==> config.mk <==
export PLATFORM = sky130hd
export DESIGN_NAME = srcp_device_flat
export DESIGN_NICKNAME = d
export VERILOG_FILES = /design/src/design/srcp_pkg.sv /design/src/design/srcp_if.sv /design/src/design/srcp_device.sv /design/src/flat_wrapper.sv
export VERILOG_INCLUDE_DIRS = /design/src /design/src/design
export SDC_FILE = /design/constraint.sdc
export NUM_CORES = 1
export LEC_CHECK = 0
export ABC_AREA = 0
export BUFFER_PORTS_ARGS = -buffer_cell sky130_fd_sc_hd__buf_2
export CAP_MARGIN = 5
export CORE_MARGIN = 2
export CORE_UTILIZATION = 40
export CTS_CLUSTER_DIAMETER = 80
export DETAILED_ROUTE_END_ITERATION = 7
export GPL_TIMING_DRIVEN = 0
export PLACE_DENSITY = 0.58
export SYNTH_ARGS = -nofsm -noshare
export SYNTH_HDL_FRONTEND = slang
export SYNTH_SLANG_ARGS = --single-unit
==> constraint.sdc <==
create_clock -name i_sys_clk -period 4.07 [get_ports i_sys_clk]
set_input_delay 0.407 -clock i_sys_clk [delete_from_list [all_inputs] [get_ports i_sys_clk]]
set_output_delay 0.407 -clock i_sys_clk [all_outputs]
set_load 0.1 [all_outputs]
==> src/design/srcp_defs.svh <==
/*
 header of constants for the serial register control port: frame sizes,
 clock ratios and the 125 MHz system clock figures.
 assumes inclusion by bare name from both ends.
*/
`ifndef SRCP_DEFS_SVH
`define SRCP_DEFS_SVH
`define SRCP_WORD_BITS    8
`define SRCP_FRAME_BITS   16
`define SRCP_ADDR_MSB     15
`define SRCP_ADDR_LSB     8
`define SRCP_NUM_REGS     128
`define SRCP_SYS_CLK_MHZ  125
`define SRCP_SCLK_MAX_MHZ 11
// half serial period in system cycles, rounded up so the port stays under 11 MHz
`define SRCP_SCLK_HALF    ((`SRCP_SYS_CLK_MHZ + 2*`SRCP_SCLK_MAX_MHZ - 1) / (2*`SRCP_SCLK_MAX_MHZ))
`define SRCP_MCLK_DIV2    1
`define SRCP_MCLK_DIV4    2
`endif

==> src/design/srcp_pkg.sv <==
/*
 types shared by both ends of the serial register control port.
 assumes srcp_defs.svh for widths.
*/
package srcp_pkg;
   typedef enum {
      SRCP_DEV_IDLE,
      SRCP_DEV_ADDR,
      SRCP_DEV_DATA,
      SRCP_DEV_DONE
   } srcp_dev_state_t;
   typedef enum {
      SRCP_CTL_IDLE,
      SRCP_CTL_LOW,
      SRCP_CTL_HIGH,
      SRCP_CTL_END
   } srcp_ctl_state_t;
endpackage : srcp_pkg

==> src/design/srcp_if.sv <==
/*
 four-wire serial control link between controller and device.
 the bench resolves io_i from the two output enables.
*/
`timescale 1ns/1ps
interface srcp_if;
   logic sclk;
   logic cs_n;
   logic rd_wr;
   logic io_ctl_o;
   logic io_ctl_oe;
   logic io_dev_o;
   logic io_dev_oe;
   logic io_i;
   modport device (
      input  sclk,
      input  cs_n,
      input  rd_wr,
      input  io_i,
      output io_dev_o,
      output io_dev_oe
   );
   modport controller (
      output sclk,
      output cs_n,
      output rd_wr,
      output io_ctl_o,
      output io_ctl_oe,
      input  io_i
   );
endinterface : srcp_if

==> src/design/srcp_device.sv <==
/*
 device end of the serial register control port: register file,
 serial slave, transceiver enable and master clock division.
 assumes the controller keeps cs_n low for a whole frame and respects
 the serial clock limit; link pins are synchronised into i_sys_clk.
*/
// Contract
// words shift most significant bit first
// frame is address byte then data byte
// data pin driven only while direction high
// data sampled on rising serial clock
// serial pins synchronised into master clock
// controller keeps serial clock within limits
// direction high reads, low writes
// controller sets direction before rising edge
// port responds only while select low
// select leaves transmit and receive alone
// reset disables transceiver, held gives standby
// reset leaves configuration registers untouched
// transceiver clocks are master divided by two/four
// select high resets the serial sequencer
// address bit zero is ignored
// controller programs only out of reset
// device launches read data on rising edges
// read returns contents, write after eight bits
`timescale 1ns/1ps
`include "srcp_defs.svh"
module srcp_device (
   // clock and reset
   input  wire logic       i_sys_clk,
   input  wire logic       i_reset_n,
   // serial link
   srcp_if.device          link,
   // transceiver side
   input  wire logic       i_clk_div4_sel,
   output logic            o_xcvr_enable,
   output logic            o_standby,
   output logic            o_xcvr_clk,
   output logic [7:0]      o_reg_view_data,
   input  wire logic [6:0] i_reg_view_index
);
   typedef struct packed {
      logic [1:0]              sclk_s;
      logic [1:0]              cs_s;
      logic [1:0]              rw_s;
      logic [1:0]              io_s;
      logic                    sclk_d;
      srcp_pkg::srcp_dev_state_t st;
      logic [3:0]              cnt;
      logic [7:0]              addr;
      logic [7:0]              shreg;
      logic                    io_o;
      logic                    io_oe;
      logic [1:0]              div;
      logic                    xen;
      logic                    stby;
      logic [7:0]              view;
   } srcp_dev_state_s_t;

   srcp_dev_state_s_t state_r;
   srcp_dev_state_s_t state_nxt;
   // no reset on the array: configuration survives master reset
   logic [7:0]        regs_r [`SRCP_NUM_REGS];
   logic              wr_en;
   logic [6:0]        wr_idx;
   logic [7:0]        wr_val;

   logic sclk_rise;
   logic cs_on;
   assign sclk_rise = state_r.sclk_s[1] & ~state_r.sclk_d;
   assign cs_on     = ~state_r.cs_s[1];

   always_comb begin
      state_nxt        = state_r;
      wr_en            = 1'b0;
      wr_idx           = state_r.addr[7:1];
      wr_val           = state_r.shreg;
      // two flops before any logic reads the link pins
      state_nxt.sclk_s = {state_r.sclk_s[0], link.sclk};
      state_nxt.cs_s   = {state_r.cs_s[0], link.cs_n};
      state_nxt.rw_s   = {state_r.rw_s[0], link.rd_wr};
      state_nxt.io_s   = {state_r.io_s[0], link.io_i};
      state_nxt.sclk_d = state_r.sclk_s[1];
      state_nxt.div    = state_r.div + 2'h1;
      state_nxt.xen    = 1'b1;
      state_nxt.stby   = 1'b0;
      state_nxt.view   = regs_r[i_reg_view_index];
      if (!cs_on) begin
         state_nxt.st    = srcp_pkg::SRCP_DEV_IDLE;
         state_nxt.cnt   = 4'h0;
         state_nxt.io_oe = 1'b0;
      end else begin
         case (state_r.st)
            srcp_pkg::SRCP_DEV_IDLE: begin
               state_nxt.st  = srcp_pkg::SRCP_DEV_ADDR;
               state_nxt.cnt = 4'h0;
            end
            srcp_pkg::SRCP_DEV_ADDR: begin
               if (sclk_rise) begin
                  state_nxt.addr = {state_r.addr[6:0], state_r.io_s[1]};
                  state_nxt.cnt  = state_r.cnt + 4'h1;
                  if (state_r.cnt == 4'h7) begin
                     state_nxt.st  = srcp_pkg::SRCP_DEV_DATA;
                     state_nxt.cnt = 4'h0;
                     // load read value; bit 7 goes out on this very edge
                     // index is address bits 7:1, the seven bits already shifted in
                     state_nxt.shreg = regs_r[state_r.addr[6:0]];
                     state_nxt.io_o  = regs_r[state_r.addr[6:0]][7];
                  end
               end
            end
            srcp_pkg::SRCP_DEV_DATA: begin
               if (sclk_rise) begin
                  state_nxt.cnt = state_r.cnt + 4'h1;
                  if (state_r.rw_s[1]) begin
                     state_nxt.shreg = {state_r.shreg[6:0], 1'b0};
                     state_nxt.io_o  = state_r.shreg[6];
                  end else begin
                     state_nxt.shreg = {state_r.shreg[6:0], state_r.io_s[1]};
                  end
                  if (state_r.cnt == 4'h7) begin
                     state_nxt.st = srcp_pkg::SRCP_DEV_DONE;
                     if (!state_r.rw_s[1]) begin
                        wr_en  = 1'b1;
                        wr_val = {state_r.shreg[6:0], state_r.io_s[1]};
                     end
                  end
               end
            end
            srcp_pkg::SRCP_DEV_DONE: begin
               state_nxt.io_oe = 1'b0;
            end
            default: begin
               state_nxt.st = srcp_pkg::SRCP_DEV_IDLE;
            end
         endcase
         // enable rises with bit 7: one cycle later costs the controller's sample
         state_nxt.io_oe = state_r.rw_s[1] &&
                           (state_nxt.st == srcp_pkg::SRCP_DEV_DATA);
      end
   end

   always_ff @(posedge i_sys_clk or negedge i_reset_n) begin
      if (!i_reset_n) begin
         state_r      <= '0;
         state_r.cs_s <= 2'h3;
         state_r.st   <= srcp_pkg::SRCP_DEV_IDLE;
         state_r.stby <= 1'b1;
         state_r.xen  <= 1'b0;
      end else begin
         state_r <= state_nxt;
      end
   end

   always_ff @(posedge i_sys_clk) begin
      if (wr_en) begin
         regs_r[wr_idx] <= wr_val;
      end
   end

   // select feeds only the serial sequencer, never the transceiver path
   assign o_xcvr_enable   = state_r.xen;
   assign o_standby       = state_r.stby;
   assign o_xcvr_clk      = i_clk_div4_sel ? state_r.div[`SRCP_MCLK_DIV4-1]
                                           : state_r.div[`SRCP_MCLK_DIV2-1];
   assign o_reg_view_data = state_r.view;
   assign link.io_dev_o   = state_r.io_o;
   assign link.io_dev_oe  = state_r.io_oe;
endmodule : srcp_device

==> src/flat_wrapper.sv <==
// flat-port wrapper written by rule: the top's interface ports become plain ports
module srcp_device_flat 
  (i_sys_clk, i_reset_n, i_clk_div4_sel, o_xcvr_enable, o_standby, o_xcvr_clk, o_reg_view_data, i_reg_view_index, link_sclk, link_cs_n, link_rd_wr, link_io_i, link_io_dev_o, link_io_dev_oe);
  srcp_if link_i ();
  input  wire logic i_sys_clk;
  input  wire logic i_reset_n;
  input  wire logic i_clk_div4_sel;
  output logic o_xcvr_enable;
  output logic o_standby;
  output logic o_xcvr_clk;
  output logic [7:0] o_reg_view_data;
  input  wire logic [6:0] i_reg_view_index;
  input wire logic [$bits(link_i.sclk)-1:0] link_sclk;
  input wire logic [$bits(link_i.cs_n)-1:0] link_cs_n;
  input wire logic [$bits(link_i.rd_wr)-1:0] link_rd_wr;
  input wire logic [$bits(link_i.io_i)-1:0] link_io_i;
  output wire logic [$bits(link_i.io_dev_o)-1:0] link_io_dev_o;
  output wire logic [$bits(link_i.io_dev_oe)-1:0] link_io_dev_oe;
  assign link_i.sclk = link_sclk;
  assign link_i.cs_n = link_cs_n;
  assign link_i.rd_wr = link_rd_wr;
  assign link_i.io_i = link_io_i;
  assign link_io_dev_o = link_i.io_dev_o;
  assign link_io_dev_oe = link_i.io_dev_oe;
  srcp_device u_core (.i_sys_clk(i_sys_clk), .i_reset_n(i_reset_n), .link(link_i), .i_clk_div4_sel(i_clk_div4_sel), .o_xcvr_enable(o_xcvr_enable), .o_standby(o_standby), .o_xcvr_clk(o_xcvr_clk), .o_reg_view_data(o_reg_view_data), .i_reg_view_index(i_reg_view_index));
endmodule
### Word-level counts from Yosys, hierarchy flattened

Memories as Yosys holds them, arrays and structs flattened. A register that Yosys moved wholly into a read port is not among the register bits.
Cells that the tools add are included.

| word-level totals | value |
|---|---|
| logic and storage cells | 67 |
| memories | 1 |
| register bits after elaboration | 67 |
| input port bits | 14 |
| output and inout bits | 13 |
| bits in writable memories | 1024 |

Memory list:

| name | depth | bits a word | read ports | clocked after Yosys merged registers in | wr ports | line | text |
|---|---|---|---|---|---|---|---|
| u_core.regs_r | 128 | 8 | 2 | 1 | 1 | srcp_device.sv:63 | `` logic [7:0] regs_r [`SRCP_NUM_REGS]; `` |

| cells by class | value |
|---|---|
| bitwise operators | 3 |
| multiplexer cells | 27 |
| reductions and logical operators | 9 |
| equality and inequality tests | 11 |
| add/sub/neg operators | 2 |

Operator list:

| kind | count |
|---|---|
| $pmux W32 S4 | 1 |
| $mux W36 | 3 |
| $eq A32 B2 Y1 const B | 2 |
| $mux W32 | 2 |
| $mux W53 | 1 |
| $mux W8 | 5 |
| $eq A32 B1 Y1 const B | 1 |
| $eq A32 B3 Y1 const B | 1 |
| $logic_not A32 Y1 | 1 |
| $mux W9 | 2 |
| $pmux W9 S2 | 1 |
| $pmux W4 S3 | 1 |
| $mux W1 | 11 |
| $ne A2 B1 Y1 const B | 4 |
| $ne A3 B1 Y1 const B | 2 |
| $reduce_and A3 Y1 | 2 |
| $reduce_and A6 Y1 | 1 |
| $reduce_and A5 Y1 | 1 |
| $add A4 B1 Y4 const B | 1 |
| $eq A4 B3 Y1 const B | 1 |
| $reduce_bool A4 Y1 | 1 |
| $add A2 B1 Y2 const B | 1 |
| $not A1 Y1 | 2 |
| $reduce_bool A2 Y1 | 1 |
| other kinds (3) | 3 |

### Longest topological paths before layout

| depth | value |
|---|---|
| depth in word-level cells | 8 |
| depth in mapped cells | 10 |
| depth with buffers taken out | 7 |

### Worst setup path after synthesis

OpenSTA, ideal clock, no wires.

| timing | value |
|---|---|
| kind | reg-to-reg |
| from | register u_core.state_r[61] (netlist name) |
| to | memory u_core.regs_r[0][7] (data pin) |
| arrival | 3.165 ns |
| cell stages (with the launch flop) | 8 |
| period minus slack after synthesis | 3.676 ns |
| data required time | 3.558 ns |
| path slack | 0.394 ns |
| setup time | 0.512 ns |
| cell sequence | dfrtp_1 nor4_1 nand4_1 nor3_2 and3_1 buf_2 nand2_1 nand2_1 |

| between the ends | value |
|---|---|
| longest elaborated chain between the ends | 3 |

Ends and longest elaborated chain:

| element | line | text |
|---|---|---|
| start: declaration | srcp_device.sv:60 | `srcp_dev_state_s_t state_r;` |
| start signal: assignment | srcp_device.sv:151 | `state_r <= state_nxt;` |
| $eq A32 B2 Y1 | srcp_device.sv:93 | `case (state_r.st)` |
| $mux W8 | srcp_device.sv:93 |  |
| $mux W8 | srcp_device.sv:88 | `if (!cs_on) begin` |
| via u_core.wr_val[7] | srcp_device.sv:66 | `logic [7:0] wr_val;` |
| end: declaration | srcp_device.sv:63 |  |

The timed path passes the listed nets, and every way through them passes these cells.

### Final worst setup path

| timing | value |
|---|---|
| from | register u_core.state_r[25] (netlist name) |
| to | register u_core.state_r[19] (netlist name) |

| between the ends | value |
|---|---|
| longest elaborated chain between the ends | 4 |

Ends and longest elaborated chain:

| element | line | text |
|---|---|---|
| $mem_v2 Z128 W8 | n/a |  |
| $mux W9 | srcp_device.sv:102 | `if (state_r.cnt == 4'h7) begin` |
| $mux W53 | srcp_device.sv:99 | `if (sclk_rise) begin` |
| $pmux W9 S2 | srcp_device.sv:93 |  |

No other way between the ends. The select of a mux whose other input is x is not followed.
A chain may end at the register's enable or synchronous reset.

==> impl_results.md <==
- Post-placement cell count: 4086
- Post-Syn Instances: 2376
- Vias: 29436
- Minimum clock period: 4230 ps
- 1st-iter DRT viols: 4796
- Met2 Usage GRT: 0.440
- Critical path type: reg -> reg
- First-pass GRT wire length: 248000 um
- Share of cells above drive strength 1: 0.405
- Crit. End Element: flop
- CP top delay family: buffers and inverters
- Total chip power: 23.3 mW
- Placer Congestion: 0.941
- Worst-path maximum fanout: 10
- Max-slew violations: 6
- N_diodes: 0
- Netlist cell types: 59
- Worst setup SP type: flop
- Max incr delay on CP: 1260 ps
- GRT Total Usage: 0.289
- Hold_ws: 133 ps
- Post-DP HPWL: 128000 um
- Die area: 128000 sq um
- Commonest cells after routing, fill and taps aside: edfxtp_1 (1024), mux4_2 (615), clkbuf_16 (119)
- Status: complete, but fails checks
- Leak: 14.3 nW
- CTS Root Cell: clkbuf_16
- Mean Syn Cell Area: 21.1 sq um
- Die height: 358 um
- Max Clock Skew: 42.6 ps
- VDD IR max: 0.359 mV
- CTS buffer count: 116
- HP Class: in -> async
- Final non-filler cell total: 4348
- Drt pass-1 iters: 6
- Yosys warns: 0
- Slew @ Worst Pin: 1510 ps
- DRT antenna net count: 0
- Max Freq: 236 MHz
- Relative slew slack: -0.0176
- Initial Utilization: 0.402
- Async SR Flop Fraction: 0.0682
- Post-Syn Area: 50200 sq um
- GRT Residual Overflow: 0
- Critical path cell sequence: clkbuf_1 > buf_2 > nor4bb_1 > clkbuf_1 > a22oi_1 > o211ai_1 > a211oi_4 > o31ai_1
- Most Crowded Layer GR: met2
- Reg2reg start: u_core.state_r[25]
- Post-synth top flop: edfxtp_1
- Final hold violation count: 0
- Fin nets: 2616
- #FFs+latches synth: 1099
- Met1 Use GR: 0.379
- Final setup viols: 178
- Seq/Total Area, Yosys: 0.649
- Most common cell on crit path: clkbuf_1
- Max clock buf depth: 3
- Worst path buffer plus inverter count: 3
- Clock transition at the registers of the reported paths: 60 ps
- Clock Latency Late Sink: 710 ps
- Htree depth: 3
- RSZ-0062 raised after global routing: true
- Slowest library cell on the worst path: nor4bb_1
- PwrDens: 404 nW/um^2
- Failing checks: capacitance limit, slew limit, setup timing
- Row count: 130
- Final design area excluding fillers: 57700 sq um
- Via density: 6.77
- Number of flops mapped to enable cells by yosys: 1024
- Commonest non-fill, non-tap cell in the layout: edfxtp_1
- Syn-to-layout area delta: 14.8%
- R2r endpoint: u_core.state_r[19]
- CTS tree: yes
- Vias in the first global route: 29242
- DR DRC count: 0
- IO buf count: 19
- Area of placed instances: 52900 sq um
- WP data required: 4660 ps
- Antenna violations before repair: 13
- TritonCTS Sinks: 1099
- WL/cell: 42.4 um
- Final setup margin: -159 ps
- Met3 Usage GRT: 0.0870
- Critical Path AT: 4820 ps
- Die width: 358 um
- Final wirelength: 184000 um
- Max cap viols: 1
- Worst R2R Path Depth: 8
- Core ar.: 125000 sq um
- Largest net degree at the start of global routing: 85
- I/O Pins: 27
- R2r setup slk: -160 ps
- Fin crit share: 1.04
[Yosys cell counts, drive strengths merged (7+ instances only)]
master	number	area (sq um)
and3	8	50.1
mux2i	55	551
a21oi	21	105
o21ai	15	75.1
dfrtp	72	1800
o21a	9	67.6
buf	110	646
a22oi	28	210
nand2	54	203
clkbuf	85	319
mux4	615	13900
nor2b	7	43.8
mux2	7	78.8
edfxtp	1024	30700
nor3	7	45.0
nand3	9	45.0
nor4	11	68.8
nor2	140	526
a221oi	12	105
[flip-flops by register name, summed over array words and instances, names as in the netlist]
register / cells
u_core.link.io_dev_o: 1
u_core.link.io_dev_oe: 1
u_core.o_reg_view_data: 8
u_core.o_standby: 1
u_core.o_xcvr_enable: 1
u_core.regs_r: 1024
u_core.state_nxt: 5
u_core.state_r: 58
[worst max-delay path by stage]
stage,from,cells past startpoint,slack [ps],endpoint
floorplan,u_core.state_r[61],7,390,u_core.regs_r[0][7]
CTS,u_core.state_r[53],9,-240,u_core.regs_r[35][0]
global route,u_core.state_r[25],8,-140,u_core.state_r[19]
detailed placement,u_core.state_r[23],8,-1670,u_core.regs_r[53][1]
global placement,u_core.state_r[42],7,-2550,u_core.regs_r[124][3]
finish,u_core.state_r[25],8,-160,u_core.state_r[19]
[where the power goes]
part | leakage (nW) | total [mW] | internal (mW) | switching (mW)
sequential | 7.95 | 12.2 | 12.2 | 0.00774
combinational | 4.54 | 0.487 | 0.162 | 0.325
clock | 1.82 | 10.7 | 6.16 | 4.50
total | 14.3 | 23.3 | 18.5 | 4.83
[cell families (layout without fill, tap and decap cells)]
| group | after synthesis | in the layout | share of synthesized area |
|---|---|---|---|
| AOI/OAI and AO/OA | 129 | 129 | 0.0184 |
| buffers and inverters | 201 | 493 | 0.0196 |
| other | 2 | 32 | 0.000149 |
| DFF | 1099 | 1099 | 0.649 |
| and+or+nand+nor | 265 | 265 | 0.0236 |
| muxes | 677 | 677 | 0.288 |
| xor gates and xnor gates | 1 | 1 | 0.000174 |
| adders and majority gates | 2 | 2 | 0.000448 |
[what timing repair did]
action / in CTS / in global routing
buffers inserted: 37 / 8
setup endpoints to repair: 880 / 604
hold buffers: 5 / 0
endpoints found under the hold margin: 76 / 0
resized for setup: 163 / 56
pin swaps: 30 / 5
[cell type report]
cell class                      instances  area, sq um
Buffer                                192         1080
Clock buffer                          155         3150
Clock inverter                         60          588
Fill cell                           10347        67400
Inverter                                6         22.5
Multi-Input combinational cell       1106        17400
Sequential cell                      1099        32600
Tap cell                             1650         2060
Timing Repair Buffer                   80          788
[metrics by stage]
step / util / setup TNS [ps] / worst slack, ps
final: 0.461 / -6030 / -159
after global routing: 0.461 / -323 / -139
after CTS: 0.459 / -12480 / -242
after detailed placement: 0.423 / -730810 / -1670
after global placement: 0.420 / -2874930 / -2550
after floorplan: - / 0 / 394
[layer usage]
metal / vias up / share of wire
met1: 15987 / 0.36
met2: 2168 / 0.46
met5: - / 0.00023
met4: 8 / 0.060
met3: 459 / 0.12
li1: 10814 / -
Power figures use the tool's default switching activity.
